--- config.mk ---
export PLATFORM = sky130hd
export DESIGN_NAME = power_slot_sequencer
export DESIGN_NICKNAME = d
export VERILOG_FILES = /design/src/verilog/power_slot_pkg.sv /design/src/verilog/slot_switch.sv /design/src/verilog/power_slot_sequencer.sv
export SDC_FILE = /design/constraint.sdc
export NUM_CORES = 1
export LEC_CHECK = 0
export ABC_CLOCK_PERIOD_IN_PS = 6700
export BUFFER_PORTS_ARGS = -buffer_cell sky130_fd_sc_hd__buf_2
export CORE_MARGIN = 2
export CORE_UTILIZATION = 55
export DETAILED_ROUTE_END_ITERATION = 6
export PLACE_DENSITY = 0.72
export SLEW_MARGIN = 20
export SYNTH_ARGS = -nofsm -noshare
export SYNTH_HDL_FRONTEND = slang
export SYNTH_HIERARCHICAL = 1
export SYNTH_SLANG_ARGS = --single-unit
--- constraint.sdc ---
create_clock -name clk_in -period 6.7 [get_ports clk_in]
set_clock_uncertainty 0.05 [all_clocks]
set_input_delay 1.34 -clock clk_in [delete_from_list [all_inputs] [get_ports clk_in]]
set_output_delay 1.34 -clock clk_in [all_outputs]
set_load 0.005 [all_outputs]
--- src/verilog/power_slot_pkg.sv ---
// constants, register map and duration ladders of the power slot sequencer
//
// Contract
// the current slot position reads back in bits 3:0 of the position register
// slots with no supply dwell for the empty-slot code time, 32 us to 8.192 ms
// every other slot dwells for the slot-length code time, same ladder
// each linear regulator has a 4-bit switching slot, two per byte
// each switcher has a 4-bit switching slot, two per byte as mapped
// pull-down disable acts at the slot in bits 7:4; bits 3:0 reserved
// each general output has assert slot in 3:0 and deassert slot in 7:4
// clock output and timekeeper clock enable at the clock-enable slot
// the pause function acts at the wait slot held in bits 3:0
// software keeps power-domain end between system end and final slot
// software keeps system-domain end between standby stop and power end
// standby power-down stops at the standby stop slot, kept 1 or above
// final slot ends the last domain; software keeps it at or above power end
// wait direction: 00 none, 01 up, 10 down, 11 both
// external wait aborts after 500 ms when timeout bit set, else waits forever
// wait mode 0 waits for external input, 1 waits for internal timer
// wait time code 0001 is 512 us, doubling per code up to 8.4 s
// wait time code zero adds no pause beyond the normal slot
// pointer moves one slot per slot time, up or down, acting on matches
// undefined ladder codes map to the next longer defined duration
package power_slot_pkg;

  // ==========================================================================
  // timing
  localparam int CLK_MHZ = 250;
  localparam int TICK_US = 32;
  localparam int TICK_CYCLES = TICK_US * CLK_MHZ;
  localparam int TIMEOUT_MS = 500;
  localparam int TIMEOUT_TICKS = (TIMEOUT_MS * 1000) / TICK_US;
  localparam int CNT_W = 20;
  localparam int WAIT_BASE_US = 512;
  localparam int LADDER_MID_US = 384;
  localparam int LADDER_HI_US = 512;
  localparam logic [CNT_W-1:0] WAIT_BASE_TICKS = CNT_W'(WAIT_BASE_US / TICK_US);
  localparam logic [CNT_W-1:0] LADDER_MID_TICKS = CNT_W'(LADDER_MID_US / TICK_US);
  localparam logic [CNT_W-1:0] LADDER_HI_TICKS = CNT_W'(LADDER_HI_US / TICK_US);
  localparam logic [3:0] LADDER_LIN_LAST = 4'h8;
  localparam logic [3:0] LADDER_MID_CODE = 4'h9;
  localparam logic [3:0] LADDER_HI_CODE = 4'hb;

  // ==========================================================================
  // register map
  localparam int REG_COUNT = 16;
  localparam logic [7:0] REG_RESET = 8'h00;
  localparam int IDX_POS = 0;
  localparam int IDX_TIMING = 1;
  localparam int IDX_LIN_A = 2;
  localparam int IDX_LIN_B = 3;
  localparam int IDX_PD = 4;
  localparam int IDX_SW_A = 5;
  localparam int IDX_SW_B = 6;
  localparam int IDX_OUT0 = 7;
  localparam int IDX_CLKP = 12;
  localparam int IDX_DOMAIN = 13;
  localparam int IDX_STBY = 14;
  localparam int IDX_PAUSE = 15;
  localparam logic [7:0] REG_OFFS [REG_COUNT] = '{
    8'h81, 8'h82, 8'h83, 8'h84, 8'h88, 8'h89, 8'h8a, 8'h8d,
    8'h8e, 8'h8f, 8'h90, 8'h91, 8'h92, 8'h95, 8'h96, 8'h97};

  // field positions
  localparam int NIB_LO = 0;
  localparam int NIB_HI = 4;
  localparam int PAUSE_UP_BIT = 6;
  localparam int PAUSE_DOWN_BIT = 7;
  localparam int PAUSE_TIMEOUT_BIT = 5;
  localparam int PAUSE_MODE_BIT = 4;

  typedef enum logic [2:0] {S_IDLE, S_STEP, S_ACT, S_DWELL, S_PAUSE} slot_state_t;

  // ==========================================================================
  // duration ladders, in 32 us ticks
  function automatic logic [CNT_W-1:0] slot_ticks(input logic [3:0] code);
    logic [CNT_W-1:0] t;
    t = '0;
    if (code <= LADDER_LIN_LAST) begin
      t = CNT_W'(code) + CNT_W'(1);
    end else if (code == LADDER_MID_CODE) begin
      t = LADDER_MID_TICKS;
    end else if (code < LADDER_HI_CODE) begin
      t = LADDER_HI_TICKS;
    end else begin
      t = LADDER_HI_TICKS << (code - LADDER_HI_CODE);
    end
    return t;
  endfunction : slot_ticks

  function automatic logic [CNT_W-1:0] wait_ticks(input logic [3:0] code);
    logic [CNT_W-1:0] t;
    t = '0;
    if (code != 4'h0) begin
      t = WAIT_BASE_TICKS << (code - 4'h1);
    end
    return t;
  endfunction : wait_ticks

endpackage : power_slot_pkg

--- src/verilog/slot_switch.sv ---
// one sequenced output that turns on or off when the pointer hits its slots
`timescale 1ns/1ps
module slot_switch #(
  parameter int SLOT_W = 4
) (
  input wire logic clk_in,
  input wire logic nrst_in,
  input wire logic act_in,
  input wire logic up_in,
  input wire logic [SLOT_W-1:0] slot_in,
  input wire logic [SLOT_W-1:0] on_slot_in,
  input wire logic [SLOT_W-1:0] off_slot_in,
  output logic state_out
);

  logic state_q;
  logic state_d;
  wire hit_on = act_in && (slot_in == on_slot_in);
  wire hit_off = act_in && (slot_in == off_slot_in);

  // a slot that is both on and off follows the direction of travel
  assign state_d = (hit_on && hit_off) ? up_in : hit_on ? 1'b1 : hit_off ? 1'b0 : state_q;

  always_ff @(posedge clk_in or negedge nrst_in) begin
    if (!nrst_in) begin
      state_q <= 1'b0;
    end else begin
      state_q <= state_d;
    end
  end

  assign state_out = state_q;
endmodule : slot_switch

--- src/verilog/power_slot_sequencer.sv ---
// slot sequencer: byte register file, slot timing, pause and sequenced outputs
`timescale 1ns/1ps
module power_slot_sequencer #(
  parameter int TICK_CYCLES = power_slot_pkg::TICK_CYCLES,
  parameter int TIMEOUT_TICKS = power_slot_pkg::TIMEOUT_TICKS
) (
  input wire logic clk_in,
  input wire logic nrst_in,
  input wire logic [7:0] reg_addr_in,
  input wire logic [7:0] reg_wdata_in,
  input wire logic reg_wr_in,
  input wire logic reg_rd_in,
  output logic [7:0] reg_rdata_out,
  input wire logic power_up_in,
  input wire logic power_down_in,
  input wire logic standby_in,
  input wire logic external_wait_input_in,
  output logic [3:0] linear_en_out,
  output logic [3:0] switcher_en_out,
  output logic pulldown_off_function_out,
  output logic clk32k_en_out,
  output logic [4:0] general_output_out,
  output logic busy_out
);

  localparam int CW = power_slot_pkg::CNT_W;
  localparam int DIV_W = $clog2(TICK_CYCLES + 1);
  localparam int NRES = 15;
  localparam logic [DIV_W-1:0] DIV_LAST = DIV_W'(TICK_CYCLES - 1);
  localparam logic [CW-1:0] TIMEOUT_CNT = CW'(TIMEOUT_TICKS);

  // ==========================================================================
  // register file
  logic [7:0] cfg_q [power_slot_pkg::REG_COUNT];
  logic [power_slot_pkg::REG_COUNT-1:0] hit;
  logic [7:0] rd_mux;
  logic [7:0] rdata_q;
  logic [3:0] ptr_q;
  logic [3:0] ptr_d;

  genvar gi;
  generate
    for (gi = 0; gi < power_slot_pkg::REG_COUNT; gi++) begin : g_dec
      assign hit[gi] = (reg_addr_in == power_slot_pkg::REG_OFFS[gi]);
    end
  endgenerate

  always_ff @(posedge clk_in or negedge nrst_in) begin
    if (!nrst_in) begin
      for (int i = 0; i < power_slot_pkg::REG_COUNT; i++) begin
        cfg_q[i] <= power_slot_pkg::REG_RESET;
      end
    end else if (reg_wr_in) begin
      for (int i = 0; i < power_slot_pkg::REG_COUNT; i++) begin
        if (hit[i]) begin
          cfg_q[i] <= reg_wdata_in;
        end
      end
    end
  end

  // position register keeps its upper nibble as storage, the pointer is live
  always_comb begin
    rd_mux = 8'h00;
    for (int i = 0; i < power_slot_pkg::REG_COUNT; i++) begin
      if (hit[i]) begin
        rd_mux = cfg_q[i];
      end
    end
    if (hit[power_slot_pkg::IDX_POS]) begin
      rd_mux = {cfg_q[power_slot_pkg::IDX_POS][7:4], ptr_q};
    end
  end

  always_ff @(posedge clk_in or negedge nrst_in) begin
    if (!nrst_in) begin
      rdata_q <= 8'h00;
    end else if (reg_rd_in) begin
      rdata_q <= rd_mux;
    end
  end

  assign reg_rdata_out = rdata_q;

  // ==========================================================================
  // field decode
  wire [7:0] timing_r = cfg_q[power_slot_pkg::IDX_TIMING];
  wire [7:0] clkp_r = cfg_q[power_slot_pkg::IDX_CLKP];
  wire [7:0] stby_r = cfg_q[power_slot_pkg::IDX_STBY];
  wire [7:0] pause_r = cfg_q[power_slot_pkg::IDX_PAUSE];
  wire [3:0] empty_slot_time = timing_r[power_slot_pkg::NIB_HI +: 4];
  wire [3:0] slot_length = timing_r[power_slot_pkg::NIB_LO +: 4];
  wire [3:0] clock_enable_slot = clkp_r[power_slot_pkg::NIB_HI +: 4];
  wire [3:0] wait_slot = clkp_r[power_slot_pkg::NIB_LO +: 4];
  wire [3:0] standby_stop_slot = stby_r[power_slot_pkg::NIB_HI +: 4];
  wire [3:0] last_power_domain = stby_r[power_slot_pkg::NIB_LO +: 4];
  wire pause_on_up = pause_r[power_slot_pkg::PAUSE_UP_BIT];
  wire pause_on_down = pause_r[power_slot_pkg::PAUSE_DOWN_BIT];
  wire pause_timeout_en = pause_r[power_slot_pkg::PAUSE_TIMEOUT_BIT];
  wire pause_timer_mode = pause_r[power_slot_pkg::PAUSE_MODE_BIT];
  wire [3:0] wait_time = pause_r[power_slot_pkg::NIB_LO +: 4];

  // per-resource on and off slots: 0-3 linear, 4-7 switcher, 8 pull-down,
  // 9 clock enable, 10-14 general outputs
  logic [3:0] on_slot [NRES];
  logic [3:0] off_slot [NRES];
  logic [NRES-1:0] res_state;

  wire [3:0] linear1_slot = cfg_q[power_slot_pkg::IDX_LIN_A][power_slot_pkg::NIB_LO +: 4];
  wire [3:0] linear2_slot = cfg_q[power_slot_pkg::IDX_LIN_A][power_slot_pkg::NIB_HI +: 4];
  wire [3:0] linear3_slot = cfg_q[power_slot_pkg::IDX_LIN_B][power_slot_pkg::NIB_LO +: 4];
  wire [3:0] linear4_slot = cfg_q[power_slot_pkg::IDX_LIN_B][power_slot_pkg::NIB_HI +: 4];
  wire [3:0] switcher1_slot = cfg_q[power_slot_pkg::IDX_SW_A][power_slot_pkg::NIB_LO +: 4];
  wire [3:0] switcher2_slot = cfg_q[power_slot_pkg::IDX_SW_A][power_slot_pkg::NIB_HI +: 4];
  wire [3:0] switcher3_slot = cfg_q[power_slot_pkg::IDX_SW_B][power_slot_pkg::NIB_HI +: 4];
  wire [3:0] switcher4_slot = cfg_q[power_slot_pkg::IDX_SW_B][power_slot_pkg::NIB_LO +: 4];
  wire [3:0] pulldown_off_slot = cfg_q[power_slot_pkg::IDX_PD][power_slot_pkg::NIB_HI +: 4];

  assign on_slot[0] = linear1_slot;
  assign on_slot[1] = linear2_slot;
  assign on_slot[2] = linear3_slot;
  assign on_slot[3] = linear4_slot;
  assign on_slot[4] = switcher1_slot;
  assign on_slot[5] = switcher2_slot;
  assign on_slot[6] = switcher3_slot;
  assign on_slot[7] = switcher4_slot;
  assign on_slot[8] = pulldown_off_slot;
  assign on_slot[9] = clock_enable_slot;

  generate
    for (gi = 0; gi < 10; gi++) begin : g_same
      assign off_slot[gi] = on_slot[gi];
    end
    for (gi = 0; gi < 5; gi++) begin : g_gpo
      assign on_slot[10+gi] = cfg_q[power_slot_pkg::IDX_OUT0+gi][power_slot_pkg::NIB_LO +: 4];
      assign off_slot[10+gi] = cfg_q[power_slot_pkg::IDX_OUT0+gi][power_slot_pkg::NIB_HI +: 4];
    end
  endgenerate

  // a slot carries a supply when any regulator is assigned to it
  wire supply_hit = (linear1_slot == ptr_q) || (linear2_slot == ptr_q) ||
                    (linear3_slot == ptr_q) || (linear4_slot == ptr_q) ||
                    (switcher1_slot == ptr_q) || (switcher2_slot == ptr_q) ||
                    (switcher3_slot == ptr_q) || (switcher4_slot == ptr_q);

  // ==========================================================================
  // external input synchroniser and 32 us tick
  logic ext_meta_q;
  logic ext_sync_q;
  logic [DIV_W-1:0] div_q;
  logic cnt_clr;

  always_ff @(posedge clk_in or negedge nrst_in) begin
    if (!nrst_in) begin
      ext_meta_q <= 1'b0;
      ext_sync_q <= 1'b0;
    end else begin
      ext_meta_q <= external_wait_input_in;
      ext_sync_q <= ext_meta_q;
    end
  end

  // divider restarts with each slot so a slot is never cut short by a partial tick
  wire tick = (div_q == DIV_LAST);

  always_ff @(posedge clk_in or negedge nrst_in) begin
    if (!nrst_in) begin
      div_q <= '0;
    end else if (cnt_clr || tick) begin
      div_q <= '0;
    end else begin
      div_q <= div_q + DIV_W'(1);
    end
  end

  // ==========================================================================
  // sequencer
  power_slot_pkg::slot_state_t state_q;
  power_slot_pkg::slot_state_t state_d;
  logic dir_up_q;
  logic [3:0] target_q;
  logic [CW-1:0] cnt_q;
  logic [CW-1:0] dwell_len_q;
  logic [CW-1:0] wait_len_q;
  logic pause_arm_q;
  logic pause_timer_q;
  logic pause_timeout_q;

  wire [3:0] down_target = standby_in ? standby_stop_slot : 4'h0;
  wire idle = (state_q == power_slot_pkg::S_IDLE);
  wire up_start = idle && power_up_in && (ptr_q < last_power_domain);
  wire down_start = idle && !power_up_in && power_down_in && (ptr_q > down_target);
  wire act = (state_q == power_slot_pkg::S_ACT);
  wire [CW-1:0] cnt_next = cnt_q + CW'(1);
  wire dwell_done = (state_q == power_slot_pkg::S_DWELL) && tick && (cnt_next >= dwell_len_q);
  wire timer_done = tick && (cnt_next >= wait_len_q);
  wire timed_out = pause_timeout_q && tick && (cnt_next >= TIMEOUT_CNT);
  wire pause_done = (state_q == power_slot_pkg::S_PAUSE) &&
                    (pause_timer_q ? timer_done : (ext_sync_q || timed_out));
  wire pause_dir_ok = dir_up_q ? pause_on_up : pause_on_down;
  wire pause_arm_d = (ptr_q == wait_slot) && pause_dir_ok &&
                     (!pause_timer_mode || (wait_time != 4'h0));
  wire [3:0] ptr_step = dir_up_q ? (ptr_q + 4'h1) : (ptr_q - 4'h1);
  wire [CW-1:0] dwell_pick = supply_hit ? power_slot_pkg::slot_ticks(slot_length)
                                        : power_slot_pkg::slot_ticks(empty_slot_time);

  assign cnt_clr = act || (dwell_done && pause_arm_q);

  always_comb begin
    state_d = state_q;
    unique case (state_q)
      power_slot_pkg::S_IDLE: begin
        if (up_start) begin
          state_d = power_slot_pkg::S_STEP;
        end else if (down_start) begin
          state_d = power_slot_pkg::S_ACT;
        end
      end
      power_slot_pkg::S_STEP: begin
        if (!dir_up_q && (ptr_step == target_q)) begin
          state_d = power_slot_pkg::S_IDLE;
        end else begin
          state_d = power_slot_pkg::S_ACT;
        end
      end
      power_slot_pkg::S_ACT: begin
        state_d = power_slot_pkg::S_DWELL;
      end
      power_slot_pkg::S_DWELL: begin
        if (dwell_done && pause_arm_q) begin
          state_d = power_slot_pkg::S_PAUSE;
        end else if (dwell_done) begin
          state_d = (dir_up_q && (ptr_q == target_q)) ? power_slot_pkg::S_IDLE : power_slot_pkg::S_STEP;
        end
      end
      power_slot_pkg::S_PAUSE: begin
        if (pause_done) begin
          state_d = (dir_up_q && (ptr_q == target_q)) ? power_slot_pkg::S_IDLE : power_slot_pkg::S_STEP;
        end
      end
      default: begin
        state_d = power_slot_pkg::S_IDLE;
      end
    endcase
  end

  assign ptr_d = (state_q == power_slot_pkg::S_STEP) ? ptr_step : ptr_q;

  always_ff @(posedge clk_in or negedge nrst_in) begin
    if (!nrst_in) begin
      state_q <= power_slot_pkg::S_IDLE;
      ptr_q <= 4'h0;
    end else begin
      state_q <= state_d;
      ptr_q <= ptr_d;
    end
  end

  always_ff @(posedge clk_in or negedge nrst_in) begin
    if (!nrst_in) begin
      dir_up_q <= 1'b0;
      target_q <= 4'h0;
    end else if (up_start) begin
      dir_up_q <= 1'b1;
      target_q <= last_power_domain;
    end else if (down_start) begin
      dir_up_q <= 1'b0;
      target_q <= down_target;
    end
  end

  // slot and pause settings are frozen at the action cycle of each slot
  always_ff @(posedge clk_in or negedge nrst_in) begin
    if (!nrst_in) begin
      dwell_len_q <= '0;
      wait_len_q <= '0;
      pause_arm_q <= 1'b0;
      pause_timer_q <= 1'b0;
      pause_timeout_q <= 1'b0;
    end else if (act) begin
      dwell_len_q <= dwell_pick;
      wait_len_q <= power_slot_pkg::wait_ticks(wait_time);
      pause_arm_q <= pause_arm_d;
      pause_timer_q <= pause_timer_mode;
      pause_timeout_q <= pause_timeout_en;
    end
  end

  always_ff @(posedge clk_in or negedge nrst_in) begin
    if (!nrst_in) begin
      cnt_q <= '0;
    end else if (cnt_clr) begin
      cnt_q <= '0;
    end else if (tick) begin
      cnt_q <= cnt_next;
    end
  end

  // ==========================================================================
  // sequenced resources
  generate
    for (gi = 0; gi < NRES; gi++) begin : g_res
      slot_switch #(
        .SLOT_W(4)
      ) u_switch (
        .clk_in(clk_in),
        .nrst_in(nrst_in),
        .act_in(act),
        .up_in(dir_up_q),
        .slot_in(ptr_q),
        .on_slot_in(on_slot[gi]),
        .off_slot_in(off_slot[gi]),
        .state_out(res_state[gi])
      );
    end
  endgenerate

  assign linear_en_out = res_state[3:0];
  assign switcher_en_out = res_state[7:4];
  assign pulldown_off_function_out = res_state[8];
  assign clk32k_en_out = res_state[9];
  assign general_output_out = res_state[14:10];
  assign busy_out = !idle;
endmodule : power_slot_sequencer

==> flow_summary.yaml <==
route:
  antenna_violating_nets_post_route: 0
  firstDrtPassIters: 7
  via_per_inst: 6.152
  initialDrtViolationCount: 1011
  dr_total_vias: 11310
  drt-wirelength-per-cell_um: 20.75
  wirelength_um: 38160
  drc_errors: 0
die:
  effective_utilization_at_floorplan: 0.5580
  die-area_sq_um: 27680
  fp.dieW_um: 166.4
  rows: 59
  ioPinCount: 48
  core_area_sq_um: 25980
  die_h_um: 166.4
sta:
  tightestPinTransition_ns: 1.019
  setup_viol: 0
  hold_violations: 0
  unrepaired_setup_endpoints_after_global_routing: "false"
  min_period_over_period: 0.5739
  period_minus_slack_ns: 3.845
  worst_slew_margin_relative_to_its_limit: 0.3189
  finalHoldWorstSlack_ns: 0.3049
  timing.fmax_mhz: 260.0
  timing.setup.tns_ns: 0
  final_max_slew_viol_count: 0
global_routing:
  initial_antenna_violation_count: 0
  grt_pass1_vias: 11440
  grt_remaining_overflow: 0
  grt_usage: 0.2785
  global_route_wire_length_before_repair_um: 62850
  grt_start_max_net_pins: 129
worst_hold_path:
  min_delay_src: "ext_meta_q"
  type_of_the_worst_min_delay_path: "flop to flop"
cts:
  clock_latency_ns: 0.55
  clk_path_buf_depth: 3
  root_buffer: "clkbuf_16"
  post_cts.resized_instances: 0
  tritoncts_clock_tree: "done"
  clkSinkCount: 233
  cts_inserted_buffers: 27
  clkTransAtPathRegs_ns: 0.06
  htree_levels: 1
  ctsHoldBuffers: 0
  cts_post_setup_buffers_inserted: 0
synth:
  synthDominantCellAreaShare: 0.4021
  synth_ff_type: "dfrtp_1"
  yosysWarningCount: 6
  dominant_cell_by_count_in_the_synthesized_netlist: "dfrtp_1"
  netlist_top_cells_area: "dfrtp_1 (40%), xor2_1 (10%), mux2_2 (9.9%), ha_1 (4.8%), o21ai_0 (3.1%)"
  synth_top_cell_by_area: "dfrtp_1"
  synthTopCellsByCount: "dfrtp_1 (233), xor2_1 (172), mux2_2 (128), nand2_1 (114), nor2_1 (90)"
  mappedNetlistArea_sq_um: 14500
  synth_cells: 1471
  synthArstFlopShare: 1.000
  synthesis.area_per_instance_sq_um: 9.856
  synth_enable_flop_cells: 0
  yosys.cell_types.count: 80
  synth.yosys.seq_area_share: 0.4021
  ys_seq_elements: 233
  synth_fp_nets: 1552
worst_setup_path:
  crit_type: "flop to flop"
  arrival_ns: 4.26
  critical_path.n_buffers_inverters: 1
  critical_path.startpoint_type: "flop"
  critPathMaxFanout: 20
  reg2reg_from: "cnt_q[0]"
  worst_path_largest_cell_delay_ns: 0.47
  worstPathCellList: "ha_1 > nand4_4 > nor3_1 > xor2_1 > ha_1 > and4_1 > a221o_1 > a2111oi_0 > o21ai_1 > nor2_1 > o31ai_2 > buf_4 > a21oi_1"
  worstPathRequired_ns: 7.11
  critical-path-top-cell-by-count: "ha_1"
  cp-startpoint: "cnt_q[0]"
  critical-path-top-delay-family: "compound AO/OA/AOI/OAI gates"
  crit_slowest_cell: "dfrtp_1"
  critPathCaptureType: "flop"
power_and_ir_drop:
  power.density_nw_per_um2: 203.8
  vdd.ir_drop.worst_v: 0.0002113
  power_leakage_nw: 8.169
final_layout:
  area_growth_pct: 9.458
  num-nets-final: 1567
  antennaDiodeCount: 0
  share_of_post_route_cells_with_drive_strength_above_1: 0.1749
  final-instance-count-excl-fill: 1839
status:
  status: "complete, no violations"
place:
  placement.io_buffers: 47
  dpl.hpwl_um: 26210
  place.detailed.instances: 1791
  replace_congestion: 0.9607
job:
  drv_cap: 0
metrics by stage:
step	power, W	setup WS [ns]	util	area, sq um
2_1_floorplan	0.001660	3.419	-	14500
6_report	0.003235	2.855	0.6107	15870
3_5_place_dp	0.001767	2.694	0.5750	14940
3_3_place_gp	0.001758	2.752	0.5750	14940
5_1_grt	0.003345	2.635	0.6107	15870
4_1_cts	0.003254	2.910	0.6097	15840
cells by family after synthesis:
family	Yosys count	share of synthesized area
AO/OA/AOI/OAI	288	0.1256
adder cells (fa/ha/maj)	60	0.05178
AND/OR/NAND/NOR	408	0.1490
buffers and inverters	131	0.03607
flip-flops	233	0.4021
XOR/XNOR	215	0.1304
multiplexers	136	0.1049
area by class of cell:
cell class                      count  area (sq um)
Tap cell                          335         419.2
Inverter                           59         221.5
Clock inverter                      7         106.4
Timing Repair Buffer               58         347.8
Clock buffer                       40         794.5
Multi-Input combinational cell   1107          8145
Fill cell                        2164         10110
Sequential cell                   233          5836
metal layers:
| metal | share of wire | track usage | up-vias |
|---|---|---|---|
| met5 | 0 | 0 | - |
| met4 | 0.029 | 0.07946 | 0 |
| met3 | 0.050 | 0.03098 | 80 |
| met2 | 0.49 | 0.4745 | 376 |
| met1 | 0.43 | 0.3776 | 5587 |
| li1 | - | - | 5271 |
cell usage in the layout (no fill, tap or decap), types with 27 or more instances in the layout:
cell       netlist  layout
dfrtp_1        233     229
xor2_1         172     172
mux2_2         128     128
nand2_1        114     114
nor2_1          90      90
o21ai_0         89      89
a21oi_1         62      62
inv_1           57      57
ha_1            56      56
buf_2           12      46
xnor2_1         42      42
nand3_1         40      40
and3_1          28      28
clkbuf_16        0      27
report_power, final:
group          internal (W)  switching, W  leakage, nW  total [W]
logic             0.0000971      0.000140         4.54   0.000237
registers           0.00145     0.0000620         3.18    0.00151
clock network      0.000896      0.000592        0.440    0.00149
total               0.00244      0.000794         8.17    0.00323
path summary, 6_finish.rpt:
path                       slack, ns                     endpoint  cells after the start
setup / recovery                2.85                     cnt_q[1]                     13
hold / removal                  0.30                   ext_sync_q                      0
setup reg to reg                2.85                     cnt_q[1]                     13
hold reg to reg                 0.30                   ext_sync_q                      0
max in group asynchronous       4.60                     ptr_q[1]                      2
min in group asynchronous       0.69  g_res[0].u_switch/state_out                      1
flip-flops by register name, indices dropped and copies added, names as in the netlist, 13 cells and up:
| signal | count |
|---|---|
| g_res.u_switch/state_out | 15 |
| cnt_q | 20 |
| div_q | 13 |
| cfg_q | 92 |
| dwell_len_q | 20 |
| wait_len_q | 16 |
worst register-to-register path, stage by stage (launching register included):
cell and delay, ns:
dfrtp_1 0.47, ha_1 0.31, nand4_4 0.18, nor3_1 0.26, xor2_1 0.33, ha_1 0.31
and4_1 0.23, a221o_1 0.35, a2111oi_0 0.39, o21ai_1 0.19, nor2_1 0.24, o31ai_2 0.09
buf_4 0.22, a21oi_1 0.15
(Power assumes the default switching activity.)
